**config.mk**
```make
export PLATFORM = sky130hd
export DESIGN_NAME = interrupt_vectoring_unit
export DESIGN_NICKNAME = d
export VERILOG_FILES = /design/src/hdl/vectoring_pkg.sv /design/src/hdl/edge_catch.sv /design/src/hdl/interrupt_vectoring_unit.sv
export SDC_FILE = /design/constraint.sdc
export NUM_CORES = 1
export LEC_CHECK = 0
export BUFFER_PORTS_ARGS = -buffer_cell sky130_fd_sc_hd__buf_2
export CAP_MARGIN = 30
export CELL_PAD_IN_SITES_DETAIL_PLACEMENT = 0
export CELL_PAD_IN_SITES_GLOBAL_PLACEMENT = 2
export CORE_MARGIN = 4
export CORE_UTILIZATION = 39
export DETAILED_ROUTE_END_ITERATION = 10
export PLACE_DENSITY_LB_ADDON = 0.1
export SLEW_MARGIN = 40
export SYNTH_ARGS = -nofsm -noshare
export SYNTH_HDL_FRONTEND = slang
export SYNTH_SLANG_ARGS = --single-unit
```
**constraint.sdc**
```tcl
create_clock -name clk -period 18 [get_ports clk]
set_input_delay 1.8 -clock clk [delete_from_list [all_inputs] [get_ports clk]]
set_output_delay 1.8 -clock clk [all_outputs]
set_load 0.01 [all_outputs]
```
**src/hdl/vectoring_pkg.sv**
```systemverilog
// constants, state encodings and carrier structs of the interrupt vectoring unit
package vectoring_pkg;

	// ----------------------------------------------------------------
	// register offsets
	// ----------------------------------------------------------------
	localparam logic [7:0] OFS_CENTRAL = 8'h00; // central_irq_control_reg
	localparam logic [7:0] OFS_EXTMODE = 8'h01; // extended_mode_reg_two
	localparam logic [7:0] OFS_ISEG    = 8'h02; // interrupt_segment_reg
	localparam logic [7:0] OFS_CSEG    = 8'h03; // code_segment_reg
	localparam logic [7:0] OFS_EDGE    = 8'h04; // external trigger edge select
	localparam logic [7:0] OFS_EXT_EN  = 8'h05; // external channel enable
	localparam logic [7:0] OFS_VECTOR  = 8'h06; // peripheral_vector_reg of external group
	localparam logic [7:0] OFS_EXT_PRL = 8'h07; // channel_priority_level of external group
	localparam logic [7:0] OFS_PENDING = 8'h08; // external pending, read only
	localparam logic [7:0] OFS_STATUS  = 8'h09; // event status, write one to clear
	localparam logic [7:0] OFS_MASK    = 8'h0a; // event mask
	localparam logic [7:0] OFS_SP_LO   = 8'h0b; // system stack pointer low
	localparam logic [7:0] OFS_SP_HI   = 8'h0c; // system stack pointer high

	// ----------------------------------------------------------------
	// field positions
	// ----------------------------------------------------------------
	localparam int CTRL_IEN     = 0; // global_irq_enable
	localparam int CTRL_CPL_LO  = 1; // cpu_priority_level, three bits
	localparam int CTRL_TL_SRC  = 4; // top level source: 0 pin, 1 watchdog
	localparam int EMR_SSE      = 0; // segment_save_enable
	localparam int VEC_BASE_LO  = 4; // software part of the vector
	localparam int EV_IRQ       = 0; // channel acknowledged
	localparam int EV_TL        = 1; // top level acknowledged
	localparam int EV_TRAP      = 2; // divide by zero trap taken

	// ----------------------------------------------------------------
	// counts, addresses and reset values
	// ----------------------------------------------------------------
	localparam int          N_PERIPH     = 4;
	localparam int          N_EXT        = 8;
	localparam int          N_EVENT      = 3;
	localparam logic [2:0]  CPL_RESET    = 3'h7;
	localparam logic [7:0]  ISEG_RESET   = 8'h00;
	localparam logic [7:0]  CSEG_RESET   = 8'h00;
	localparam logic [15:0] SP_RESET     = 16'h0000;
	localparam logic [7:0]  STACK_SEG    = 8'h00;
	localparam logic [23:0] RST_VEC_ADDR = 24'h000000;
	localparam logic [15:0] TRAP_VEC_OFS = 16'h0002;
	localparam logic [15:0] TL_VEC_OFS   = 16'h0004;
	localparam logic [7:0]  TABLE_PAGE   = 8'h00; // table sits in the first 256 bytes

	// ----------------------------------------------------------------
	// types
	// ----------------------------------------------------------------
	typedef enum logic [12:0] {
		ST_IDLE     = 13'h0001,
		ST_PUSH_PCL = 13'h0002,
		ST_PUSH_PCH = 13'h0004,
		ST_PUSH_CS  = 13'h0008,
		ST_PUSH_FL  = 13'h0010,
		ST_VEC_RD0  = 13'h0020,
		ST_VEC_RD1  = 13'h0040,
		ST_VEC_LOAD = 13'h0080,
		ST_POP_FL   = 13'h0100,
		ST_POP_CS   = 13'h0200,
		ST_POP_PCH  = 13'h0400,
		ST_POP_PCL  = 13'h0800,
		ST_POP_END  = 13'h1000
	} seq_state_e;

	typedef enum logic [1:0] {
		KIND_RST  = 2'h0,
		KIND_IRQ  = 2'h1,
		KIND_TL   = 2'h2,
		KIND_TRAP = 2'h3
	} entry_kind_e;

	typedef struct packed {
		logic        rd;
		logic        wr;
		logic [23:0] addr;
		logic [7:0]  wdata;
	} mem_req_s;

	typedef struct packed {
		logic s1;
		logic s2;
		logic prev;
		logic pend;
	} edge_state_s;

endpackage

```
**src/hdl/edge_catch.sv**
```systemverilog
// synchronised, edge selectable request catcher for one external line
`timescale 1ns/100ps

module edge_catch (
	input  wire logic clk,
	input  wire logic resetn,
	input  wire logic pin,
	input  wire logic rising,
	input  wire logic clear,
	output logic      pending
);

	vectoring_pkg::edge_state_s s;
	vectoring_pkg::edge_state_s next_s;
	logic                       hit;

	// ----------------------------------------------------------------
	// synchroniser, edge detect, sticky pending
	// ----------------------------------------------------------------
	always_comb begin
		next_s      = s;
		next_s.s1   = pin;
		next_s.s2   = s.s1;
		next_s.prev = s.s2;
		hit         = rising ? (s.s2 & ~s.prev) : (~s.s2 & s.prev);
		next_s.pend = hit | (s.pend & ~clear); // new edge beats the clear
	end

	always_ff @(posedge clk or negedge resetn) begin
		if (!resetn) begin
			s <= '0;
		end else begin
			s <= next_s;
		end
	end

	assign pending = s.pend;

endmodule // edge_catch

```
**src/hdl/interrupt_vectoring_unit.sv**
```systemverilog
// interrupt acceptance, context save and vector fetch sequencer
// Operation
// - take peripheral, pin and top level requests; save status, enter service routine
// - eight external channels, each with software selected trigger edge
// - top level channel fed by the non-maskable pin or the watchdog
// - acknowledged peripheral supplies the vector selecting the table entry
// - vector table is the first 256 bytes of the interrupt segment
// - software sets vector upper bits, hardware drives the lower bits
// - after reset fetch the start address from physical bytes zero and one
// - top level vector fetched from 0004/0005 of the interrupt segment
// - divide by zero vector fetched from 0002/0003 of the code segment
// - divide by zero trap pushes no flags; handler ends with plain return
// - segment save enable picks compatible or extended stack frame
// - save disabled: interrupt segment replaces code segment, push pc and flags
// - compatible mode: code segment writes ignored inside service routines
// - entry: clear enable, push pc low, pc high, segment, flags, load vector
// - return: pop flags, segment, pc high, pc low, then set enable
// - save enabled: push old code segment, then load it from interrupt segment
// - acknowledge only if level strictly below cpu level; top level overrides
`timescale 1ns/100ps

module interrupt_vectoring_unit (
	input  wire logic                       clk,
	input  wire logic                       resetn,
	input  wire logic [7:0]                 reg_addr,
	input  wire logic [7:0]                 reg_wdata,
	input  wire logic                       reg_wr,
	input  wire logic                       reg_rd,
	output logic [7:0]                      reg_rdata,
	input  wire logic [15:0]                core_pc,
	input  wire logic [7:0]                 core_flags,
	input  wire logic                       div_zero,
	input  wire logic                       iret,
	input  wire logic                       csr_wr,
	input  wire logic [7:0]                 csr_wdata,
	output logic [15:0]                     pc_value,
	output logic                            pc_load,
	output logic [7:0]                      flags_value,
	output logic                            flags_load,
	output logic                            busy,
	output logic [7:0]                      code_seg,
	output vectoring_pkg::mem_req_s         mem_req,
	input  wire logic [7:0]                 mem_rdata,
	input  wire logic [3:0]                 periph_req,
	input  wire logic [3:0][2:0]            periph_prl,
	input  wire logic [3:0][7:0]            periph_vec,
	output logic [3:0]                      periph_ack,
	input  wire logic [7:0]                 ext_pin,
	input  wire logic                       nmi_pin,
	input  wire logic                       wdg_req,
	output logic                            irq
);

	// ----------------------------------------------------------------
	// state
	// ----------------------------------------------------------------
	typedef struct packed {
		vectoring_pkg::seq_state_e  st;
		vectoring_pkg::entry_kind_e kind;
		logic                       global_irq_enable;
		logic [2:0]                 cpu_priority_level;
		logic                       tl_src;
		logic                       sse;
		logic [7:0]                 iseg;
		logic [7:0]                 cseg;
		logic [7:0]                 edge_sel;
		logic [7:0]                 ext_en;
		logic [3:0]                 vec_base;
		logic [2:0]                 ext_prl;
		logic [2:0]                 status;
		logic [2:0]                 mask;
		logic [15:0]                sp;
		logic [15:0]                pc;
		logic [7:0]                 flags;
		logic [7:0]                 pop_cs;
		logic [23:0]                vaddr;
		logic [3:0]                 depth;
		logic                       tl_active;
		logic                       wdg_pend;
		logic                       nmi_clr;
		logic [7:0]                 ext_clr;
		logic [3:0]                 ack;
		logic                       pc_load;
		logic                       flags_load;
		logic [7:0]                 rdata;
		vectoring_pkg::mem_req_s    mem;
	} unit_state_s;

	unit_state_s s;
	unit_state_s next_s;
	logic [7:0]  ext_pend;
	logic        nmi_pend;
	logic        tl_req;
	logic        best_hit;
	logic [2:0]  best_prl;
	logic [7:0]  best_vec;
	logic [11:0] best_onehot;
	logic [2:0]  events;
	logic        compat_isr;

	// ----------------------------------------------------------------
	// external and non-maskable line catchers
	// ----------------------------------------------------------------
	for (genvar g = 0; g < vectoring_pkg::N_EXT; g++) begin : g_ext
		edge_catch u_ext (
			.clk     (clk),
			.resetn  (resetn),
			.pin     (ext_pin[g]),
			.rising  (s.edge_sel[g]),
			.clear   (s.ext_clr[g]),
			.pending (ext_pend[g])
		);
	end

	edge_catch u_nmi (
		.clk     (clk),
		.resetn  (resetn),
		.pin     (nmi_pin),
		.rising  (1'b1),
		.clear   (s.nmi_clr),
		.pending (nmi_pend)
	);

	// top level source selection
	assign tl_req     = (s.tl_src ? s.wdg_pend : nmi_pend) & ~s.tl_active;
	assign compat_isr = (s.depth != 4'h0) && !s.sse;

	// ----------------------------------------------------------------
	// arbitration: lowest level wins, lower index breaks ties
	// ----------------------------------------------------------------
	always_comb begin
		best_hit    = 1'b0;
		best_prl    = 3'h7;
		best_vec    = 8'h00;
		best_onehot = 12'h000;
		for (int i = 0; i < vectoring_pkg::N_PERIPH; i++) begin
			if (periph_req[i] && (!best_hit || periph_prl[i] < best_prl)) begin
				best_hit    = 1'b1;
				best_prl    = periph_prl[i];
				best_vec    = periph_vec[i];
				best_onehot = 12'h001 << i;
			end
		end
		for (int j = 0; j < vectoring_pkg::N_EXT; j++) begin
			if (ext_pend[j] && s.ext_en[j] && (!best_hit || s.ext_prl < best_prl)) begin
				best_hit    = 1'b1;
				best_prl    = s.ext_prl;
				best_vec    = {s.vec_base, j[2:0], 1'b0};
				best_onehot = 12'h010 << j;
			end
		end
	end

	// ----------------------------------------------------------------
	// sequencer and register file
	// ----------------------------------------------------------------
	always_comb begin
		next_s            = s;
		next_s.ack        = 4'h0;
		next_s.ext_clr    = 8'h00;
		next_s.nmi_clr    = 1'b0;
		next_s.pc_load    = 1'b0;
		next_s.flags_load = 1'b0;
		next_s.mem        = '0;
		next_s.wdg_pend   = s.wdg_pend | wdg_req;
		events            = 3'h0;
		// register writes, only the bus changes these outside the sequencer
		if (reg_wr) begin
			case (reg_addr)
				vectoring_pkg::OFS_CENTRAL: begin
					next_s.global_irq_enable    = reg_wdata[vectoring_pkg::CTRL_IEN];
					next_s.cpu_priority_level    = reg_wdata[vectoring_pkg::CTRL_CPL_LO +: 3];
					next_s.tl_src = reg_wdata[vectoring_pkg::CTRL_TL_SRC];
				end
				vectoring_pkg::OFS_EXTMODE: next_s.sse = reg_wdata[vectoring_pkg::EMR_SSE];
				vectoring_pkg::OFS_ISEG:    next_s.iseg     = reg_wdata;
				vectoring_pkg::OFS_EDGE:    next_s.edge_sel = reg_wdata;
				vectoring_pkg::OFS_EXT_EN:  next_s.ext_en   = reg_wdata;
				vectoring_pkg::OFS_VECTOR:  next_s.vec_base = reg_wdata[7:vectoring_pkg::VEC_BASE_LO];
				vectoring_pkg::OFS_EXT_PRL: next_s.ext_prl  = reg_wdata[2:0];
				vectoring_pkg::OFS_MASK:    next_s.mask     = reg_wdata[2:0];
				vectoring_pkg::OFS_SP_LO:   next_s.sp[7:0]  = reg_wdata;
				vectoring_pkg::OFS_SP_HI:   next_s.sp[15:8] = reg_wdata;
				default: ;
			endcase
		end
		// core writes to the code segment, dropped while the interrupt segment stands in
		if (csr_wr && !compat_isr) begin
			next_s.cseg = csr_wdata;
		end
		case (s.st)
			vectoring_pkg::ST_IDLE: begin
				if (iret) begin
					next_s.st = vectoring_pkg::ST_POP_FL;
				end else if (div_zero) begin
					next_s.kind  = vectoring_pkg::KIND_TRAP;
					next_s.pc    = core_pc;
					next_s.vaddr = {s.cseg, vectoring_pkg::TRAP_VEC_OFS};
					next_s.st    = vectoring_pkg::ST_PUSH_PCL;
					events[vectoring_pkg::EV_TRAP] = 1'b1;
				end else if (tl_req) begin
					next_s.kind      = vectoring_pkg::KIND_TL;
					next_s.global_irq_enable       = 1'b0;
					next_s.pc        = core_pc;
					next_s.flags     = core_flags;
					next_s.tl_active = 1'b1;
					next_s.nmi_clr   = ~s.tl_src;
					next_s.wdg_pend  = wdg_req & s.tl_src;
					next_s.vaddr     = {s.iseg, vectoring_pkg::TL_VEC_OFS};
					next_s.depth     = s.depth + 4'h1;
					next_s.st        = vectoring_pkg::ST_PUSH_PCL;
					events[vectoring_pkg::EV_TL] = 1'b1;
				end else if (s.global_irq_enable && best_hit && best_prl < s.cpu_priority_level) begin
					next_s.kind    = vectoring_pkg::KIND_IRQ;
					next_s.global_irq_enable     = 1'b0;
					next_s.pc      = core_pc;
					next_s.flags   = core_flags;
					next_s.ack     = best_onehot[3:0];
					next_s.ext_clr = best_onehot[11:4];
					next_s.vaddr   = {s.iseg, vectoring_pkg::TABLE_PAGE, best_vec};
					next_s.depth   = s.depth + 4'h1;
					next_s.st      = vectoring_pkg::ST_PUSH_PCL;
					events[vectoring_pkg::EV_IRQ] = 1'b1;
				end
			end
			vectoring_pkg::ST_PUSH_PCL: next_s.st = vectoring_pkg::ST_PUSH_PCH;
			vectoring_pkg::ST_PUSH_PCH: begin
				if (s.kind == vectoring_pkg::KIND_TRAP) begin
					next_s.st = vectoring_pkg::ST_VEC_RD0;
				end else if (s.sse) begin
					next_s.st = vectoring_pkg::ST_PUSH_CS;
				end else begin
					next_s.st = vectoring_pkg::ST_PUSH_FL;
				end
			end
			vectoring_pkg::ST_PUSH_CS: next_s.st = vectoring_pkg::ST_PUSH_FL;
			vectoring_pkg::ST_PUSH_FL: next_s.st = vectoring_pkg::ST_VEC_RD0;
			vectoring_pkg::ST_VEC_RD0: next_s.st = vectoring_pkg::ST_VEC_RD1;
			vectoring_pkg::ST_VEC_RD1: begin
				next_s.pc[15:8] = mem_rdata;
				next_s.st       = vectoring_pkg::ST_VEC_LOAD;
			end
			vectoring_pkg::ST_VEC_LOAD: begin
				next_s.pc[7:0] = mem_rdata;
				next_s.pc_load = 1'b1;
				if (s.sse && s.kind != vectoring_pkg::KIND_TRAP && s.kind != vectoring_pkg::KIND_RST) begin
					next_s.cseg = s.iseg;
				end
				next_s.st = vectoring_pkg::ST_IDLE;
			end
			vectoring_pkg::ST_POP_FL: begin
				next_s.st = s.sse ? vectoring_pkg::ST_POP_CS : vectoring_pkg::ST_POP_PCH;
			end
			vectoring_pkg::ST_POP_CS: begin
				next_s.flags = mem_rdata;
				next_s.st    = vectoring_pkg::ST_POP_PCH;
			end
			vectoring_pkg::ST_POP_PCH: begin
				if (s.sse) begin
					next_s.pop_cs = mem_rdata;
				end else begin
					next_s.flags = mem_rdata;
				end
				next_s.st = vectoring_pkg::ST_POP_PCL;
			end
			vectoring_pkg::ST_POP_PCL: begin
				next_s.pc[15:8] = mem_rdata;
				next_s.st       = vectoring_pkg::ST_POP_END;
			end
			vectoring_pkg::ST_POP_END: begin
				next_s.pc[7:0]    = mem_rdata;
				next_s.pc_load    = 1'b1;
				next_s.flags_load = 1'b1;
				next_s.global_irq_enable        = 1'b1;
				next_s.tl_active  = 1'b0;
				next_s.depth      = (s.depth == 4'h0) ? 4'h0 : s.depth - 4'h1;
				if (s.sse) begin
					next_s.cseg = s.pop_cs;
				end
				next_s.st = vectoring_pkg::ST_IDLE;
			end
			default: next_s.st = vectoring_pkg::ST_IDLE;
		endcase
		// memory operation of the state being entered
		case (next_s.st)
			vectoring_pkg::ST_PUSH_PCL, vectoring_pkg::ST_PUSH_PCH,
			vectoring_pkg::ST_PUSH_CS, vectoring_pkg::ST_PUSH_FL: begin
				next_s.sp        = s.sp - 16'h0001;
				next_s.mem.wr    = 1'b1;
				next_s.mem.addr  = {vectoring_pkg::STACK_SEG, next_s.sp};
				if (next_s.st == vectoring_pkg::ST_PUSH_PCL) begin
					next_s.mem.wdata = next_s.pc[7:0];
				end else if (next_s.st == vectoring_pkg::ST_PUSH_PCH) begin
					next_s.mem.wdata = next_s.pc[15:8];
				end else if (next_s.st == vectoring_pkg::ST_PUSH_CS) begin
					next_s.mem.wdata = s.cseg;
				end else begin
					next_s.mem.wdata = s.flags;
				end
			end
			vectoring_pkg::ST_VEC_RD0: begin
				next_s.mem.rd   = 1'b1;
				next_s.mem.addr = s.vaddr;
			end
			vectoring_pkg::ST_VEC_RD1: begin
				next_s.mem.rd   = 1'b1;
				next_s.mem.addr = s.vaddr + 24'h000001;
			end
			vectoring_pkg::ST_POP_FL, vectoring_pkg::ST_POP_CS,
			vectoring_pkg::ST_POP_PCH, vectoring_pkg::ST_POP_PCL: begin
				next_s.mem.rd   = 1'b1;
				next_s.mem.addr = {vectoring_pkg::STACK_SEG, s.sp};
				next_s.sp       = s.sp + 16'h0001;
			end
			default: ;
		endcase
		// sticky events: a new event wins over a clear
		next_s.status = (s.status & ~((reg_wr && reg_addr == vectoring_pkg::OFS_STATUS) ?
			reg_wdata[2:0] : 3'h0)) | events;
		// register read data for the next cycle
		next_s.rdata = 8'h00;
		if (reg_rd) begin
			case (reg_addr)
				vectoring_pkg::OFS_CENTRAL: next_s.rdata = {3'h0, s.tl_src, s.cpu_priority_level, s.global_irq_enable};
				vectoring_pkg::OFS_EXTMODE: next_s.rdata = {7'h00, s.sse};
				vectoring_pkg::OFS_ISEG:    next_s.rdata = s.iseg;
				vectoring_pkg::OFS_CSEG:    next_s.rdata = s.cseg;
				vectoring_pkg::OFS_EDGE:    next_s.rdata = s.edge_sel;
				vectoring_pkg::OFS_EXT_EN:  next_s.rdata = s.ext_en;
				vectoring_pkg::OFS_VECTOR:  next_s.rdata = {s.vec_base, 4'h0};
				vectoring_pkg::OFS_EXT_PRL: next_s.rdata = {5'h00, s.ext_prl};
				vectoring_pkg::OFS_PENDING: next_s.rdata = ext_pend;
				vectoring_pkg::OFS_STATUS:  next_s.rdata = {5'h00, s.status};
				vectoring_pkg::OFS_MASK:    next_s.rdata = {5'h00, s.mask};
				vectoring_pkg::OFS_SP_LO:   next_s.rdata = s.sp[7:0];
				vectoring_pkg::OFS_SP_HI:   next_s.rdata = s.sp[15:8];
				default:                    next_s.rdata = 8'h00;
			endcase
		end
	end

	// ----------------------------------------------------------------
	// state register; reset starts the start address fetch
	// ----------------------------------------------------------------
	always_ff @(posedge clk or negedge resetn) begin
		if (!resetn) begin
			s          <= '0;
			s.st       <= vectoring_pkg::ST_VEC_RD0;
			s.kind     <= vectoring_pkg::KIND_RST;
			s.cpu_priority_level      <= vectoring_pkg::CPL_RESET;
			s.iseg     <= vectoring_pkg::ISEG_RESET;
			s.cseg     <= vectoring_pkg::CSEG_RESET;
			s.sp       <= vectoring_pkg::SP_RESET;
			s.vaddr    <= vectoring_pkg::RST_VEC_ADDR;
			s.mem.rd   <= 1'b1;
			s.mem.addr <= vectoring_pkg::RST_VEC_ADDR;
		end else begin
			s <= next_s;
		end
	end

	// outputs
	assign reg_rdata   = s.rdata;
	assign pc_value    = s.pc;
	assign pc_load     = s.pc_load;
	assign flags_value = s.flags;
	assign flags_load  = s.flags_load;
	assign busy        = (s.st != vectoring_pkg::ST_IDLE);
	assign code_seg    = compat_isr ? s.iseg : s.cseg;
	assign mem_req     = s.mem;
	assign periph_ack  = s.ack;
	assign irq         = |(s.status & s.mask);
endmodule // interrupt_vectoring_unit

```
# Yosys cells after proc, flatten, opt, wreduce, memory -nomap -nowiden

Index checks and enable logic that the tools add are counted.
Widths: inputs -> output; s select.

$add $sub $neg: 5
Magnitude comparators: 12
Eq/ne operators: 43
Mux-type cells: 120
Bitwise logic cells: 71
Reduce and logical (&&, ||, !) cells: 81

Operators by type and width:

| cell                 | count |
|---|---|
| $mux 8               | 26 |
| $mux 12              | 13 |
| $pmux 13 s11         | 1 |
| $pmux 8 s13          | 1 |
| $mux 24              | 4 |
| $pmux 24 s4          | 1 |
| $mux 16              | 4 |
| $mux 28              | 2 |
| $mux 3               | 16 |
| $pmux 8 s2           | 3 |
| $eq 8x4->1 const B   | 5 |
| $mux 19              | 2 |
| $lt 3x3->1           | 12 |
| $mux 1               | 33 |
| $eq 8x3->1 const B   | 4 |
| $pmux 16 s2          | 1 |
| $not 1->1            | 29 |
| $and 1x1->1          | 28 |
| $mux 14              | 2 |
| $eq 13x10->1 const B | 2 |
| $eq 13x11->1 const B | 2 |
| $eq 13x12->1 const B | 2 |
| $eq 13x2->1 const B  | 2 |
| $eq 13x3->1 const B  | 2 |
| 48 further kinds     | 135 |

Flip-flop bits (word level): 237
Bits of input ports: 121
Output and inout bits: 82
Word-level logic and storage cells: 401

# Depth between registers and ports, before layout

Depth in word-level cells: 57
Depth in mapped cells: 84
Mapped depth without buffers: 80

# Cells and area by module

From an unflattened synthesis, not the netlist that was laid out.

Cell total of the unflattened synthesis: 1447
Area total of the unflattened synthesis: 13706.9 sq um

By module, submodules not included:

| module                   | instances | cells each | area each (sq um) | seq. area each (sq um) |
|---|---|---|---|---|
| interrupt_vectoring_unit | 1         | 1375       | 12513.3           | 4835.9 |
| edge_catch               | 9         | 8          | 132.6             | 100.1 |

# Worst setup path after synthesis

OpenSTA, ideal clock, no wires.

Path type: input to register
From: input port periph_req[0]
To: register s, in the netlist flags_value[0]
Library setup time: 0.125 ns
Data arrival time: 16.018 ns
Data required time: 17.875 ns
Slack: 1.857 ns
Cell stages on the path: 79
Path buffers: 3
Path through: buf_4 > clkbuf_1 > a2bb2oi_1 > inv_1 > ha_1 > o21ai_0 > a211oi_1 > mux2i_1 > nand2_1 > clkbuf_1 > mux2_2 > inv_1 > ha_1 > nand2_1 > nor2_1 > a32oi_1 > nand3_1 > mux2i_1 > (+43 left out) > mux2i_1 > ha_1 > o21a_1 > nor2_1 > a21oi_1 > nor2_1 > a31oi_1 > nand4_1 > mux2_2 > ha_1 > o21ai_0 > nand3b_1 > a31oi_1 > o31ai_2 > nor2_4 > o21bai_2 > a221oi_4 > mux2_2

Longest elaborated chain between the ends: 49

RTL lines:

| element                                                | RTL line                        | RTL |
|---|---|---|
| start: declaration                                     | interrupt_vectoring_unit.sv:44  | `input wire logic [3:0] periph_req,` |
| $mux 3 / $mux 1 (equally long branches)                | interrupt_vectoring_unit.sv:137 | `if (periph_req[i] && (!best_hit \|\| periph_prl[i] < best_prl)) begin` |
| $lt 3x3->1 / $logic_not 1->1 (equally long branches)   | interrupt_vectoring_unit.sv:137 |  |
| $logic_or 1x1->1                                       | interrupt_vectoring_unit.sv:137 |  |
| $logic_and 1x1->1                                      | interrupt_vectoring_unit.sv:137 |  |
| $mux 3 / $mux 1 (equally long branches)                | interrupt_vectoring_unit.sv:137 |  |
| $lt 3x3->1 / $logic_not 1->1 (equally long branches)   | interrupt_vectoring_unit.sv:137 |  |
| $logic_or 1x1->1                                       | interrupt_vectoring_unit.sv:137 |  |
| $logic_and 1x1->1                                      | interrupt_vectoring_unit.sv:137 |  |
| (+33 left out)                                         | -                               |  |
| $lt 3x3->1 / $logic_not 1->1 (equally long branches)   | interrupt_vectoring_unit.sv:145 | `if (ext_pend[j] && s.ext_en[j] && (!best_hit \|\| s.ext_prl < best_prl)) begin` |
| $logic_or 1x1->1                                       | interrupt_vectoring_unit.sv:145 |  |
| $logic_and 1x1->1                                      | interrupt_vectoring_unit.sv:145 |  |
| $mux 3 / $mux 1 (equally long branches)                | interrupt_vectoring_unit.sv:145 |  |
| $lt 3x3->1 / $logic_and 1x1->1 (equally long branches) | interrupt_vectoring_unit.sv:213 | `end else if (s.global_irq_enable && best_hit && best_prl < s.cpu_priority_level) begin` |
| $logic_and 1x1->1 (*)                                  | interrupt_vectoring_unit.sv:213 |  |
| $ne 3x3->1 (no line) (*)                               | -                               |  |
| $reduce_and 5->1 (no line) (*)                         | -                               |  |
| end signal: assignment                                 | interrupt_vectoring_unit.sv:358 | `s <= next_s;` |
| end: declaration                                       | interrupt_vectoring_unit.sv:89  | `unit_state_s s;` |

Every way passes the cells marked *; elsewhere a longest branch is shown, timed or not.
A chain may end at the register's enable or synchronous reset.

# Final worst setup path

From: input port periph_req[1]
To: register s, in the netlist flags_value[7]

Longest elaborated chain between the ends: 46

RTL lines:

| element                                                | RTL line |
|---|---|
| $logic_and 1x1->1 (*)                                  | interrupt_vectoring_unit.sv:137 |
| $mux 3 / $mux 1 (equally long branches)                | interrupt_vectoring_unit.sv:137 |
| $lt 3x3->1 / $logic_not 1->1 (equally long branches)   | interrupt_vectoring_unit.sv:137 |
| $logic_or 1x1->1                                       | interrupt_vectoring_unit.sv:137 |
| $logic_and 1x1->1                                      | interrupt_vectoring_unit.sv:137 |
| $mux 3 / $mux 1 (equally long branches)                | interrupt_vectoring_unit.sv:137 |
| $lt 3x3->1 / $logic_not 1->1 (equally long branches)   | interrupt_vectoring_unit.sv:137 |
| $logic_or 1x1->1                                       | interrupt_vectoring_unit.sv:137 |
| (+30 left out)                                         | - |
| $lt 3x3->1 / $logic_not 1->1 (equally long branches)   | interrupt_vectoring_unit.sv:145 |
| $logic_or 1x1->1                                       | interrupt_vectoring_unit.sv:145 |
| $logic_and 1x1->1                                      | interrupt_vectoring_unit.sv:145 |
| $mux 3 / $mux 1 (equally long branches)                | interrupt_vectoring_unit.sv:145 |
| $lt 3x3->1 / $logic_and 1x1->1 (equally long branches) | interrupt_vectoring_unit.sv:213 |
| $logic_and 1x1->1 (*)                                  | interrupt_vectoring_unit.sv:213 |
| $ne 3x3->1 (no line) (*)                               | - |
| $reduce_and 5->1 (no line) (*)                         | - |

Marks and branches as above.

==> run_results.csv <==
group,metric,value,unit
placement,portBuffers,202,
synthesis,synth_edf_count,0,
synthesis,synth_nets,1520,
placement,place_congestion,0.8763,
power_and_ir_drop,max-vdd-ir-drop,74.96,uV
power_and_ir_drop,seq_power_share,36.6,%
clock_network,clk_pin_slew,0.06,ns
route,drc,0,
placement,dp_hpwl,32.97,mm
power_and_ir_drop,swShare,39.04,%
route,avgRoutedWirePerCell,22.20,um
final_layout,fin_nets,1640,
power_and_ir_drop,internal-power,0.001290,W
synthesis,post_synth_instance_area,13190,sq um
grt,grt_pass1_vias,10980,
die,dieArea,36840,sq um
power_and_ir_drop,clockPowerShare,26.6,%
final_layout,seqCellArea,5737,sq um
final_layout,nFillCells,3330,
worst_setup_path,end_kind,"flop",
min_path,holdCritStartpoint,"g_ext[6].u_ext.next_s[2]$_DFF_PN0_",
grt,grt_max_degree,87,
timing,fin_setup_tns,0,ns
outcome,run_status,"completed",
timing,hold_viol,0,
route,drt_wl_total,43.72,mm
power_and_ir_drop,p_leak,7.175,nW
timing,slew_viol_final,0,
clock_network,cts_max_level,1,
final_layout,layout_commonest_cell,"dfrtp_1",
die,ios,203,
timing,rsz0062_at_grt,"true",
clock_network,cts-root-buf,"clkbuf_16",
final_layout,final_util,45.42,%
worst_setup_path,cp.arrival,17.28,ns
synthesis,synthCells,1379,
final_layout,areaGrowthSynthToFinish,15.13,%
die,core_area,33450,sq um
synthesis,ys_ff_latch,229,
power_and_ir_drop,p_switching,0.0008263,W
worst_setup_path,path_class,"in2reg",
worst_setup_path,r2r_start,"s[141]$_DFFE_PN0P_",
die,start_util,39.45,%
synthesis,synth_ff_type,"dfrtp_1",
synthesis,syn_avg_cell_area,9.568,sq um
route,viasPerCell,5.694,
clock_network,cts.path.max_buffers,3,
synthesis,seq_area_frac_synth,43.48,%
final_layout,layout_common_cells,"224 x dfrtp_1, 201 x buf_2, 135 x nand2_1, 97 x nor2_1, 89 x o21ai_0",
worst_setup_path,worst_ep_required_time,18.41,ns
grt,antenna_found_initial,2,
clock_network,cts_sinks,229,
run,cap_violations,0,
route,vias,11210,
grt,grt_overflow,0,
worst_setup_path,start_kind,"primary input",
timing,fin_hold_ws,0.3461,ns
synthesis,synth-async-reset-ratio,100.0,%
worst_setup_path,worst_path_max_delay_cell,"mux2_2",
worst_setup_path,crit_family,"compound AO/OA/AOI/OAI gates",
timing,tightestPinTransition,0.8690,ns
clock_network,numCtsBuffers,27,
final_layout,multi_input_area,6621,sq um
synthesis,yosysUniqueCellTypes,88,
timing,fin_crit,16.87,ns
timing,finClkSkew,0.01679,ns
timing,fin_ws,1.127,ns
worst_setup_path,path_common_cell,"ha_1",
final_layout,drive_above_1_share,25.48,%
grt,grt_pass1_wl,66.14,mm
timing,fin_crit_sh,93.74,%
power_and_ir_drop,power_density,139.3,nW/um^2
timing,setup_viol,0,
clock_network,clock_latency,0.54,ns
die,die_y,191.9,um
clock_network,ctsHoldBuffers,0,
worst_setup_path,crit_start,"periph_req[1]",
grt,grt_usage,23.04,%
route,final_antenna_net_count,0,
timing,slew_headroom,41.85,%
synthesis,ys_warn_count,0,
route,first_pass_iters,6,
clock_network,cts_tree,"done",
route,drtIter0Drc,919,
worst_setup_path,max_stage_delay,0.45,ns
timing,timing.fmax,59.26,MHz
power_and_ir_drop,combPwrFrac,36.8,%
die,die_w,191.9,um
power_and_ir_drop,finalPower,0.002116,W
worst_setup_path,cp_max_fo,8,
worst_setup_path,cp_num_buf_inv,10,
die,rows,67,
placement,preCtsSetupSlack,0.3158,ns
min_path,hold_path.class,"reg2reg",
[what timing repair did]
action | in CTS | in global routing
hold endpoints to repair | 0 | 0
setup buffers | 0 | 1
gates resized for setup | 0 | 11
endpoints found under the setup margin | 0 | 95
[worst paths after layout]
path                                                      end  slack (ns)  depth (start not counted)
setup reg to reg                   flags_value[7]$_DFFE_PN0P_        4.60                         64
hold reg to reg            g_ext[6].u_ext.next_s[1]$_DFF_PN0_        0.35                          0
hold / removal             g_ext[6].u_ext.next_s[1]$_DFF_PN0_        0.35                          0
min in group asynchronous               mem_req[18]$_DFF_PN0_        1.21                          1
max in group asynchronous                  s[161]$_DFFE_PN0P_       15.08                          3
setup / recovery                   flags_value[7]$_DFFE_PN0P_        1.13                         80
[through the flow]
step / std cells / area (sq um)
6_report: 1969 / 15190
5_1_grt: 1968 / 15190
4_1_cts: 1965 / 15100
3_5_place_dp: 1916 / 14170
3_3_place_gp: 1916 / 14130
2_1_floorplan: 1379 / 13190
[per-layer routing]
metal | vias up | track usage, % | part of all wire, %
li1 | 5273 | - | -
met1 | 5530 | 32.30 | 45
met2 | 348 | 37.59 | 47
met3 | 60 | 3.744 | 5.6
met4 | 0 | 5.414 | 2.5
met5 | - | 0 | 0
[cell usage after synthesis (13+ instances only)]
library cell	number	area share, %
a21o_1	18	1.0
a21oi_1	57	2.2
a222oi_1	14	1.1
a22o_1	27	1.8
a22oi_1	25	1.4
a31oi_1	20	0.95
buf_4	72	4.1
clkbuf_1	38	1.1
dfrtp_1	224	42
ha_1	20	1.9
inv_1	45	1.3
mux2_2	72	6.1
mux2i_1	42	3.2
nand2_1	135	3.8
nand2b_1	16	0.76
nand3_1	49	1.9
nor2_1	101	2.9
nor2b_1	23	1.1
nor3_1	42	1.6
o21ai_0	89	3.4
o22ai_1	13	0.62
[sequential cells by signal (all words and copies together), names as in the netlist]
name	count
mem_req	34
s	121
g_ext.u_ext.s	8
reg_rdata	8
pc_load	1
u_nmi.s	1
flags_load	1
g_ext.u_ext.pending	8
flags_value	8
u_nmi.next_s	2
g_ext.u_ext.next_s	16
periph_ack	4
u_nmi.pending	1
pc_value	16
[worst reg2reg max path, delay by kind of cell (launching register included)]
family,cells,cell delay [ns]
adder cells (fa/ha/maj),8,1.81
flip-flops,1,0.48
buffers and inverters,6,0.47
multiplexers,8,2.25
AND/OR/NAND/NOR,19,2.97
AO/OA/AOI/OAI,23,5.28
[power groups by stage]
stage | registers [W] | logic, W | clock network [W]
final | 0.000775 | 0.000778 | 0.000564
after global routing | 0.000792 | 0.000863 | 0.000598
after CTS | 0.000772 | 0.000766 | 0.000577
after detailed placement | 0.000782 | 0.000762 | 0
after global placement | 0.000780 | 0.000757 | 0
after floorplan | 0.000691 | 0.000622 | 0
[cell type report]
type	instances	share of cell area, %
flip-flops and latches	229	37.76
repair buffers	218	7.644
multi-input cells	976	43.59
inverters	47	1.178
diodes	2	0.03295
clock inverters	5	0.5107
well taps	448	3.690
clock buffers	44	5.593
[logic make-up after synthesis]
family          after synthesis  synth area share, %
fa+ha+maj                    20                1.897
mux                         117                9.843
simple gates                452                16.67
flops                       229                43.48
xor+xnor                     12               0.7966
buf+inv                     175                7.103
compound gates              374                20.21
No activity file was read; power rests on OpenSTA's default activity.
